<file path="src/shared/line_regs_pkg.sv">
// Package for the line-side status and gain register bank.
// Assumes an AXI4-Lite master with 32-bit data and word-aligned registers.
package line_regs_pkg;
   // Printed offsets are register indices; byte address is four times the index.
   localparam logic [7:0] IDX_STATUS    = 8'h0C;
   localparam logic [7:0] IDX_REVISION  = 8'h0D;
   localparam logic [7:0] IDX_RSVD_14   = 8'h0E;
   localparam logic [7:0] IDX_GAIN_CTRL = 8'h0F;
   localparam logic [7:0] IDX_RSVD_16   = 8'h10;
   localparam logic [7:0] IDX_CAL_CTRL  = 8'h11;
   localparam logic [7:0] IDX_IRQ_STAT  = 8'h20;
   localparam logic [7:0] IDX_IRQ_MASK  = 8'h21;
   localparam int         ADDR_W        = 10;

   localparam int STAT_LOCK_BIT   = 6;
   localparam int STAT_LOOP_LSB   = 0;
   localparam int REV_LSB         = 2;
   localparam int GAIN_TXM_BIT    = 7;
   localparam int GAIN_ATX_LSB    = 4;
   localparam int GAIN_RXM_BIT    = 3;
   localparam int GAIN_ARX_LSB    = 0;
   localparam int CAL_ADC_CAL_DISABLE_BIT    = 5;

   localparam logic [7:0] GAIN_RESET  = 8'h00;
   localparam logic [7:0] CAL_RESET   = 8'h00;
   localparam logic [7:0] GAIN_WMASK  = 8'hFF;
   localparam logic [7:0] CAL_WMASK   = 8'h20;
   localparam logic [2:0] IRQ_WMASK   = 3'h7;
   // Arbitrary neutral revision value.
   localparam logic [3:0] REV_DEFAULT = 4'h3;

   localparam logic [4:0] LOOP_LOW_MAX = 5'h03;
   localparam logic [4:0] LOOP_MIN_OK  = 5'h04;
   localparam logic [4:0] LOOP_OVER    = 5'h1F;

   localparam logic [1:0] RESP_OKAY   = 2'h0;
   localparam logic [1:0] RESP_SLVERR = 2'h2;

   // Interrupt status bits: lock gained, lock lost, loop current change.
   localparam int IRQ_W = 3;

   typedef enum logic [2:0] {
      LOOP_LOW  = 3'b001,
      LOOP_OK   = 3'b010,
      LOOP_HIGH = 3'b100
   } loop_class_e;

   typedef struct packed {
      logic       mute;
      logic [4:0] level_db;
   } path_gain_s;
endpackage

</file>
<file path="src/hw/gain_step.sv">
// Decodes a three-bit gain selector into a dB level and passes the mute bit through unchanged.
// Assumes the selector is stable in register flops of the caller.
`timescale 1ns/100ps
module gain_step
   import line_regs_pkg::*;
(
   input  wire logic       mute,
   input  wire logic [2:0] sel,
   output path_gain_s      gain
);
   always_comb begin
      gain.mute = mute; // RULE_06 RULE_07
      if (sel[2]) begin
         gain.level_db = 5'd12; // RULE_08
      end else begin
         gain.level_db = 5'(sel[1:0] * 3); // RULE_08
      end
   end
endmodule

</file>
<file path="src/hw/line_side_status_gain_regs.sv">
// Line-side status, revision, gain and calibration registers behind AXI4-Lite.
// Assumes lock and loop-current inputs synchronous to aclk, one outstanding access per channel.
//
// Design decision made here: register access over AXI4-Lite.
`timescale 1ns/100ps

// Functional notes
// RULE_01 - Lock bit reads 1 while the capacitor link is frame locked.
// RULE_02 - Off-hook, five-bit loop field reports current at 3.3 mA per step.
// RULE_03 - Codes 0 to 3 mean too little current; code 4 is minimum.
// RULE_04 - Codes 5 to 30 are normal; all ones means above 160 mA.
// RULE_05 - Revision register bits 5:2 return the read-only line-side revision.
// RULE_06 - Transmit-mute bit silences transmit; clear passes transmit.
// RULE_07 - Receive-mute bit silences receive; clear passes receive.
// RULE_08 - Gain fields step 3 dB per code to 011; top bit set gives 12 dB.
// RULE_09 - Calibration-disable bit set prevents ADC calibration.
// RULE_10 - Software writes zero to reserved bits and ignores their read value.
// RULE_11 - Gain register resets to zero: unmuted, 0 dB both ways.
// RULE_12 - Writes to status and revision registers are ignored.
module line_side_status_gain_regs
   import line_regs_pkg::*;
#(
   parameter logic [3:0] REVISION = REV_DEFAULT
)(
   input  wire logic              aclk,
   input  wire logic              aresetn,
   input  wire logic [ADDR_W-1:0] s_axi_awaddr,
   input  wire logic [2:0]        s_axi_awprot,
   input  wire logic              s_axi_awvalid,
   output logic                   s_axi_awready,
   input  wire logic [31:0]       s_axi_wdata,
   input  wire logic [3:0]        s_axi_wstrb,
   input  wire logic              s_axi_wvalid,
   output logic                   s_axi_wready,
   output logic [1:0]             s_axi_bresp,
   output logic                   s_axi_bvalid,
   input  wire logic              s_axi_bready,
   input  wire logic [ADDR_W-1:0] s_axi_araddr,
   input  wire logic [2:0]        s_axi_arprot,
   input  wire logic              s_axi_arvalid,
   output logic                   s_axi_arready,
   output logic [31:0]            s_axi_rdata,
   output logic [1:0]             s_axi_rresp,
   output logic                   s_axi_rvalid,
   input  wire logic              s_axi_rready,
   input  wire logic              frame_locked,
   input  wire logic              off_hook,
   input  wire logic [4:0]        loop_current_meas,
   input  wire logic              cal_request,
   output logic                   adc_cal_start,
   output path_gain_s             tx_gain,
   output path_gain_s             rx_gain,
   output loop_class_e            loop_class,
   output logic                   irq
);
   typedef struct packed {
      logic              aw_held;
      logic [ADDR_W-1:0] aw_addr;
      logic              w_held;
      logic [7:0]        w_data;
      logic              w_lane0;
      logic              bvalid;
      logic [1:0]        bresp;
      logic              rvalid;
      logic [31:0]       rdata;
      logic [1:0]        rresp;
      logic [7:0]        gain_ctrl;
      logic [7:0]        cal_ctrl;
      logic              lock_prev;
      logic [4:0]        loop_prev;
      logic [IRQ_W-1:0]  irq_stat;
      logic [IRQ_W-1:0]  irq_mask;
      logic              cal_pulse;
   } state_s;

   state_s cur;
   state_s next_cur;

   logic [7:0]       status_byte;
   logic [7:0]       revision_byte;
   logic [7:0]       rd_idx;
   logic [7:0]       wr_idx;
   logic [IRQ_W-1:0] events;
   logic             do_write;
   logic             do_read;

   // Loop code is meaningful only off-hook; on-hook reads as zero.
   always_comb begin
      status_byte = 8'h00;
      status_byte[STAT_LOCK_BIT] = frame_locked; // RULE_01
      if (off_hook) begin
         status_byte[STAT_LOOP_LSB +: 5] = loop_current_meas; // RULE_02
      end
      revision_byte = 8'h00;
      revision_byte[REV_LSB +: 4] = REVISION; // RULE_05
   end

   always_comb begin
      if (!off_hook || loop_current_meas <= LOOP_LOW_MAX) begin
         loop_class = LOOP_LOW; // RULE_03
      end else if (loop_current_meas == LOOP_OVER) begin
         loop_class = LOOP_HIGH; // RULE_04
      end else begin
         loop_class = LOOP_OK; // RULE_03 RULE_04
      end
   end

   gain_step u_tx_step (
      .mute (cur.gain_ctrl[GAIN_TXM_BIT]),
      .sel  (cur.gain_ctrl[GAIN_ATX_LSB +: 3]),
      .gain (tx_gain)
   );

   gain_step u_rx_step (
      .mute (cur.gain_ctrl[GAIN_RXM_BIT]),
      .sel  (cur.gain_ctrl[GAIN_ARX_LSB +: 3]),
      .gain (rx_gain)
   );

   assign rd_idx   = s_axi_araddr[ADDR_W-1:2];
   assign wr_idx   = cur.aw_addr[ADDR_W-1:2];
   assign do_write = cur.aw_held && cur.w_held && !cur.bvalid;
   assign do_read  = s_axi_arvalid && !cur.rvalid;

   // Events: lock gained, lock lost, off-hook loop code changed.
   assign events[0] = frame_locked && !cur.lock_prev;
   assign events[1] = !frame_locked && cur.lock_prev;
   assign events[2] = off_hook && (loop_current_meas != cur.loop_prev);

   always_comb begin
      next_cur = cur;
      next_cur.lock_prev = frame_locked;
      next_cur.loop_prev = off_hook ? loop_current_meas : cur.loop_prev;
      next_cur.cal_pulse = cal_request && !cur.cal_ctrl[CAL_ADC_CAL_DISABLE_BIT]; // RULE_09

      if (s_axi_awvalid && !cur.aw_held) begin
         next_cur.aw_held = 1'b1;
         next_cur.aw_addr = s_axi_awaddr;
      end
      if (s_axi_wvalid && !cur.w_held) begin
         next_cur.w_held  = 1'b1;
         next_cur.w_data  = s_axi_wdata[7:0];
         next_cur.w_lane0 = s_axi_wstrb[0];
      end

      if (do_write) begin
         next_cur.aw_held = 1'b0;
         next_cur.w_held  = 1'b0;
         next_cur.bvalid  = 1'b1;
         next_cur.bresp   = RESP_OKAY;
         case (wr_idx)
            IDX_GAIN_CTRL: begin
               if (cur.w_lane0) begin
                  next_cur.gain_ctrl = cur.w_data & GAIN_WMASK; // RULE_06 RULE_07 RULE_08
               end
            end
            IDX_CAL_CTRL: begin
               if (cur.w_lane0) begin
                  next_cur.cal_ctrl = cur.w_data & CAL_WMASK; // RULE_09
               end
            end
            IDX_IRQ_MASK: begin
               if (cur.w_lane0) begin
                  next_cur.irq_mask = cur.w_data[IRQ_W-1:0] & IRQ_WMASK;
               end
            end
            IDX_STATUS, IDX_REVISION, IDX_RSVD_14, IDX_RSVD_16, IDX_IRQ_STAT: begin
               next_cur.bresp = RESP_OKAY; // RULE_12
            end
            default: begin
               next_cur.bresp = RESP_SLVERR;
            end
         endcase
      end
      if (cur.bvalid && s_axi_bready) begin
         next_cur.bvalid = 1'b0;
      end

      // Read of the interrupt status register clears; new events still win.
      if (do_read) begin
         next_cur.rvalid = 1'b1;
         next_cur.rresp  = RESP_OKAY;
         next_cur.rdata  = 32'h0000_0000;
         case (rd_idx)
            IDX_STATUS:    next_cur.rdata[7:0] = status_byte;
            IDX_REVISION:  next_cur.rdata[7:0] = revision_byte;
            IDX_RSVD_14:   next_cur.rdata[7:0] = 8'h00;
            IDX_GAIN_CTRL: next_cur.rdata[7:0] = cur.gain_ctrl;
            IDX_RSVD_16:   next_cur.rdata[7:0] = 8'h00;
            IDX_CAL_CTRL:  next_cur.rdata[7:0] = cur.cal_ctrl;
            IDX_IRQ_STAT: begin
               next_cur.rdata[IRQ_W-1:0] = cur.irq_stat;
               next_cur.irq_stat = '0;
            end
            IDX_IRQ_MASK:  next_cur.rdata[IRQ_W-1:0] = cur.irq_mask;
            default:       next_cur.rresp = RESP_SLVERR;
         endcase
      end
      if (cur.rvalid && s_axi_rready) begin
         next_cur.rvalid = 1'b0;
      end
      next_cur.irq_stat = next_cur.irq_stat | events;
   end

   always_ff @(posedge aclk) begin
      if (!aresetn) begin
         cur           <= '0;
         cur.gain_ctrl <= GAIN_RESET; // RULE_11
         cur.cal_ctrl  <= CAL_RESET;
      end else begin
         cur <= next_cur;
      end
   end

   assign s_axi_awready = !cur.aw_held;
   assign s_axi_wready  = !cur.w_held;
   assign s_axi_bvalid  = cur.bvalid;
   assign s_axi_bresp   = cur.bresp;
   assign s_axi_arready = !cur.rvalid;
   assign s_axi_rvalid  = cur.rvalid;
   assign s_axi_rdata   = cur.rdata;
   assign s_axi_rresp   = cur.rresp;
   assign adc_cal_start = cur.cal_pulse;
   assign irq           = |(cur.irq_stat & cur.irq_mask);
endmodule

</file>
<file path="config.mk">
export PLATFORM = sky130hd
export DESIGN_NAME = line_side_status_gain_regs
export DESIGN_NICKNAME = d
export VERILOG_FILES = /design/src/shared/line_regs_pkg.sv /design/src/hw/gain_step.sv /design/src/hw/line_side_status_gain_regs.sv
export SDC_FILE = /design/constraint.sdc
export NUM_CORES = 1
export LEC_CHECK = 0
export ABC_AREA = 1
export BUFFER_PORTS_ARGS = -buffer_cell sky130_fd_sc_hd__buf_2
export CELL_PAD_IN_SITES_DETAIL_PLACEMENT = 1
export CELL_PAD_IN_SITES_GLOBAL_PLACEMENT = 2
export CORE_MARGIN = 3
export CORE_UTILIZATION = 24
export CTS_CLUSTER_SIZE = 40
export DETAILED_ROUTE_END_ITERATION = 6
export GPL_TIMING_DRIVEN = 0
export PLACE_DENSITY_LB_ADDON = 0.1
export SLEW_MARGIN = 10
export SYNTH_ARGS = -nofsm -noshare
export SYNTH_HDL_FRONTEND = slang
export SYNTH_SLANG_ARGS = --single-unit
</file>
<file path="constraint.sdc">
create_clock -name aclk -period 1.28 [get_ports aclk]
set_input_delay 0.064 -clock aclk [delete_from_list [all_inputs] [get_ports aclk]]
set_output_delay 0.064 -clock aclk [all_outputs]
set_load 0.01 [all_outputs]
</file>
==> impl_results.md <==
* CP most frequent cell: nor2_4
* Antenna violations before repair at 0
* Final Power at 3.79 mW
* DR iter-0 viols at 67
* Critical-path maximum fanout at 8
* GR Util met2 at a little under a quarter
* Slew margin rel. at about three fifths
* Avg WL per Cell at about 12 µm
* Slew @ Worst Pin at roughly 0.6 ns
* Final Core Density at between 30% and 40%
* Final WL at 8060 µm
* Synth Register Bits at 53
* Area of the multi-input gates at between 1000 and 1500 µm²
* Clk_lat worst skew at between 0.2 and 0.3 ns
* CP startpoint kind: flip-flop
* Busiest layer in global routing: met2
* Area Overhead vs Synth at 43.1%
* Clock tree sinks at between 50 and 60
* Combinational power share at 16.8%
* Global Route met3 Usage at ~2.1%
* Share of cells above drive strength 1 at 37.3%
* GRT met1 Usage at about 15%
* Setup CP Type: flip-flop to flip-flop
* Die area at 12800 µm²
* Failing checks: negative setup slack
* Post-synth cell types at 34
* Placer Congestion at about 0.78
* Port bufs at slightly below 70
* Max-Cap Viols at 0
* Vias/cell at between 4 and 5
* CP arrival at approximately 1.5 ns
* Most frequent cells in the layout: buf_2 (66), nor2_1 (56), buf_4 (54), nand2_1 (51), dfxtp_1 (45)
* Post-route setup slack at -0.0305 ns
* Worst-path cell chain: inv_2 -> nor2_4 -> nand2_2 -> nor2_4 -> nand3_4 -> buf_8 -> o21ai_4 -> a21oi_2
* Nets at roughly 600
* Most frequently used flop master after synthesis: dfxtp_1
* Pre-Repair DR Iteration Count at 4
* DP Area at roughly 3400 µm²
* Sw power at about 1000 µW
* Minimum clock period after layout at roughly 1.3 ns
* Clock transition at path regs at 0.07 ns
* GRT Total Usage at roughly 12%
* DRC at 0
* Final setup fails at 2
* Leak at roughly 1.9 nW
* Number of diodes at 0
* Clock network power share at 35.9%
* Gr ovfl total at 0
* Clock Skew at roughly 0.0066 ns
* DP Wirelength at ~6300 µm
* Cell Area, Synth at 2770 µm²
* CTS buffer count at 5
* Starting Density at 25.1%
* Slowest stage delay, CP at approximately 0.34 ns
* First-pass GRT wire length at 13100 µm
* Max Slew Vio Count at 0
* Most common cell after layout, fill and taps aside: buf_2
* CTS Buffer Depth at 2
* Max frequency at 0.763 GHz
* Fin crit share at 102%
* # rows at 38
* ANT nets after route at 0
* Die Y at roughly 110 µm
* CTS tree: built
* Average size of a mapped cell at ~7.1 µm²
* Worst Hold Class: input port to flip-flop
* Root Buffer: clkbuf_16
* RSZ-0062 raised after global routing: true
* Die Span X at 113 µm
* Fraction of registers with async set/reset at 0%
* Number of synthesized flops with an enable pin at 0
* Crit path capture type: flip-flop
* P per Cell Area at about 960 nW/µm²
* Status: finished with violations
* Fillers at about 1.4k
* Int Pwr at about 2.8 mW
* Core area at approximately 11000 µm²
* YS warnings at 0
* Sequential power share at between 40% and 50%
* WP data required at about 1.5 ns
* Peak supply drop at roughly 0.47 mV
* Hold WS at 0.00297 ns
* Final Hold Viols at 0
* Worst path slowest cell: dfxtp_2
* H-tree levels at 2
* Largest net degree at the start of global routing at 16
* Layout Cell Area excl Fill at slightly below 4000 µm²
* IO Pins at roughly 140
* Routed vias at about 2.7k
* Vias in the first global route at 2768
* Mapped Cells at slightly below 400
* Seq. cell area at 1070 µm²
* Sequential share of the synthesized area at a little under two fifths
* Switching Share at 26.4%
## stage by stage
| step | worst slack [ns] | setup TNS, ns | std cells |
|---|---|---|---|
| 3_5_place_dp | -0.106 | -1.02 | 622 |
| 2_1_floorplan | 0.0930 | 0 | 414 |
| 4_1_cts | -0.0350 | -0.0763 | 655 |
| 6_report | -0.0305 | -0.0535 | 658 |
| 3_3_place_gp | -0.104 | -0.988 | 622 |
| 5_1_grt | -0.127 | -0.806 | 658 |
## final timing paths
path | startpoint | to | slack (ns) | cells past startpoint
setup / recovery | cur[76] | cur[27] | -0.03 | 8
hold / removal | s_axi_wdata[3] | cur[71] | 0.003 | 3
setup reg to reg | cur[76] | cur[27] | -0.03 | 8
hold reg to reg | cur[12] | cur[4] | 0.44 | 1
## synth_stat cells (2+ instances only)
master / count / area share, %
nor2_1: 64 / 8.7
dfxtp_1: 53 / 38
nand2_1: 53 / 7.2
buf_4: 40 / 11
inv_1: 35 / 4.8
a21oi_1: 29 / 5.2
o21ai_0: 29 / 5.2
nand3_1: 15 / 2.7
inv_2: 9 / 1.2
nor2_2: 5 / 1.1
o21ai_1: 5 / 0.90
clkbuf_1: 4 / 0.54
ha_1: 4 / 1.8
nand4_1: 4 / 0.90
or2_2: 4 / 0.90
and3_1: 3 / 0.68
buf_2: 3 / 0.54
nor2_4: 3 / 1.2
nor3_1: 3 / 0.54
xor2_1: 3 / 0.95
a21oi_2: 2 / 0.63
nand2_2: 2 / 0.45
nor3_2: 2 / 0.72
o21ai_2: 2 / 0.63
o22ai_1: 2 / 0.45
## sequential cells by signal, indices dropped and copies added (netlist names)
signal	flops
adc_cal_start	1
cur	40
s_axi_bresp	1
s_axi_bvalid	1
s_axi_rdata	8
s_axi_rresp	1
s_axi_rvalid	1
## what timing repair did
action                                  4_1_cts  5_1_grt
endpoints found under the setup margin       28       21
resized for setup                            35       18
endpoints found under the hold margin        12        0
hold buffers                                 12        0
gates cloned                                  1        0
setup buffers                                13        4
pin swaps                                     4       11
## layout make-up
class | count | share of cell area, %
Sequential cell | 53 | 27.1
Inverter | 45 | 4.33
Multi-Input combinational cell | 268 | 35.4
Timing Repair Buffer | 97 | 16.2
Tap cell | 140 | 4.43
Buffer | 48 | 8.79
Clock inverter | 1 | 0.190
Clock buffer | 6 | 3.51
## worst max-delay path, delay by kind of cell, from the launching register on
| family | cells | cell delay [ns] |
|---|---|---|
| compound gates | 2 | 0.15 |
| simple gates | 4 | 0.47 |
| buf+inv | 2 | 0.24 |
| flops | 1 | 0.34 |
## power by group through the flow
stage	clock [mW]	combinational [mW]	sequential [mW]
floorplan	0	0.360	1.81
global placement	0	0.526	1.82
detailed placement	0	0.532	1.82
CTS	1.42	0.614	1.79
global route	1.47	0.720	1.80
finish	1.36	0.635	1.79
## layer usage
layer,vias up,wire length [µm]
met5,-,0
met4,0,56
met3,5,276
met2,43,4120
met1,1249,3600
li1,1424,-
## kinds of logic (layout without fill, tap and decap cells)
family	Yosys count	in the layout	synth area share, %
flops	53	53	38.4
compound gates	73	73	14.2
simple gates	159	159	25.8
other cells	1	28	0.136
fa+ha+maj	4	4	1.81
buf+inv	93	197	18.5
xor+xnor	4	4	1.27
No activity file was read; power rests on OpenSTA's default activity.
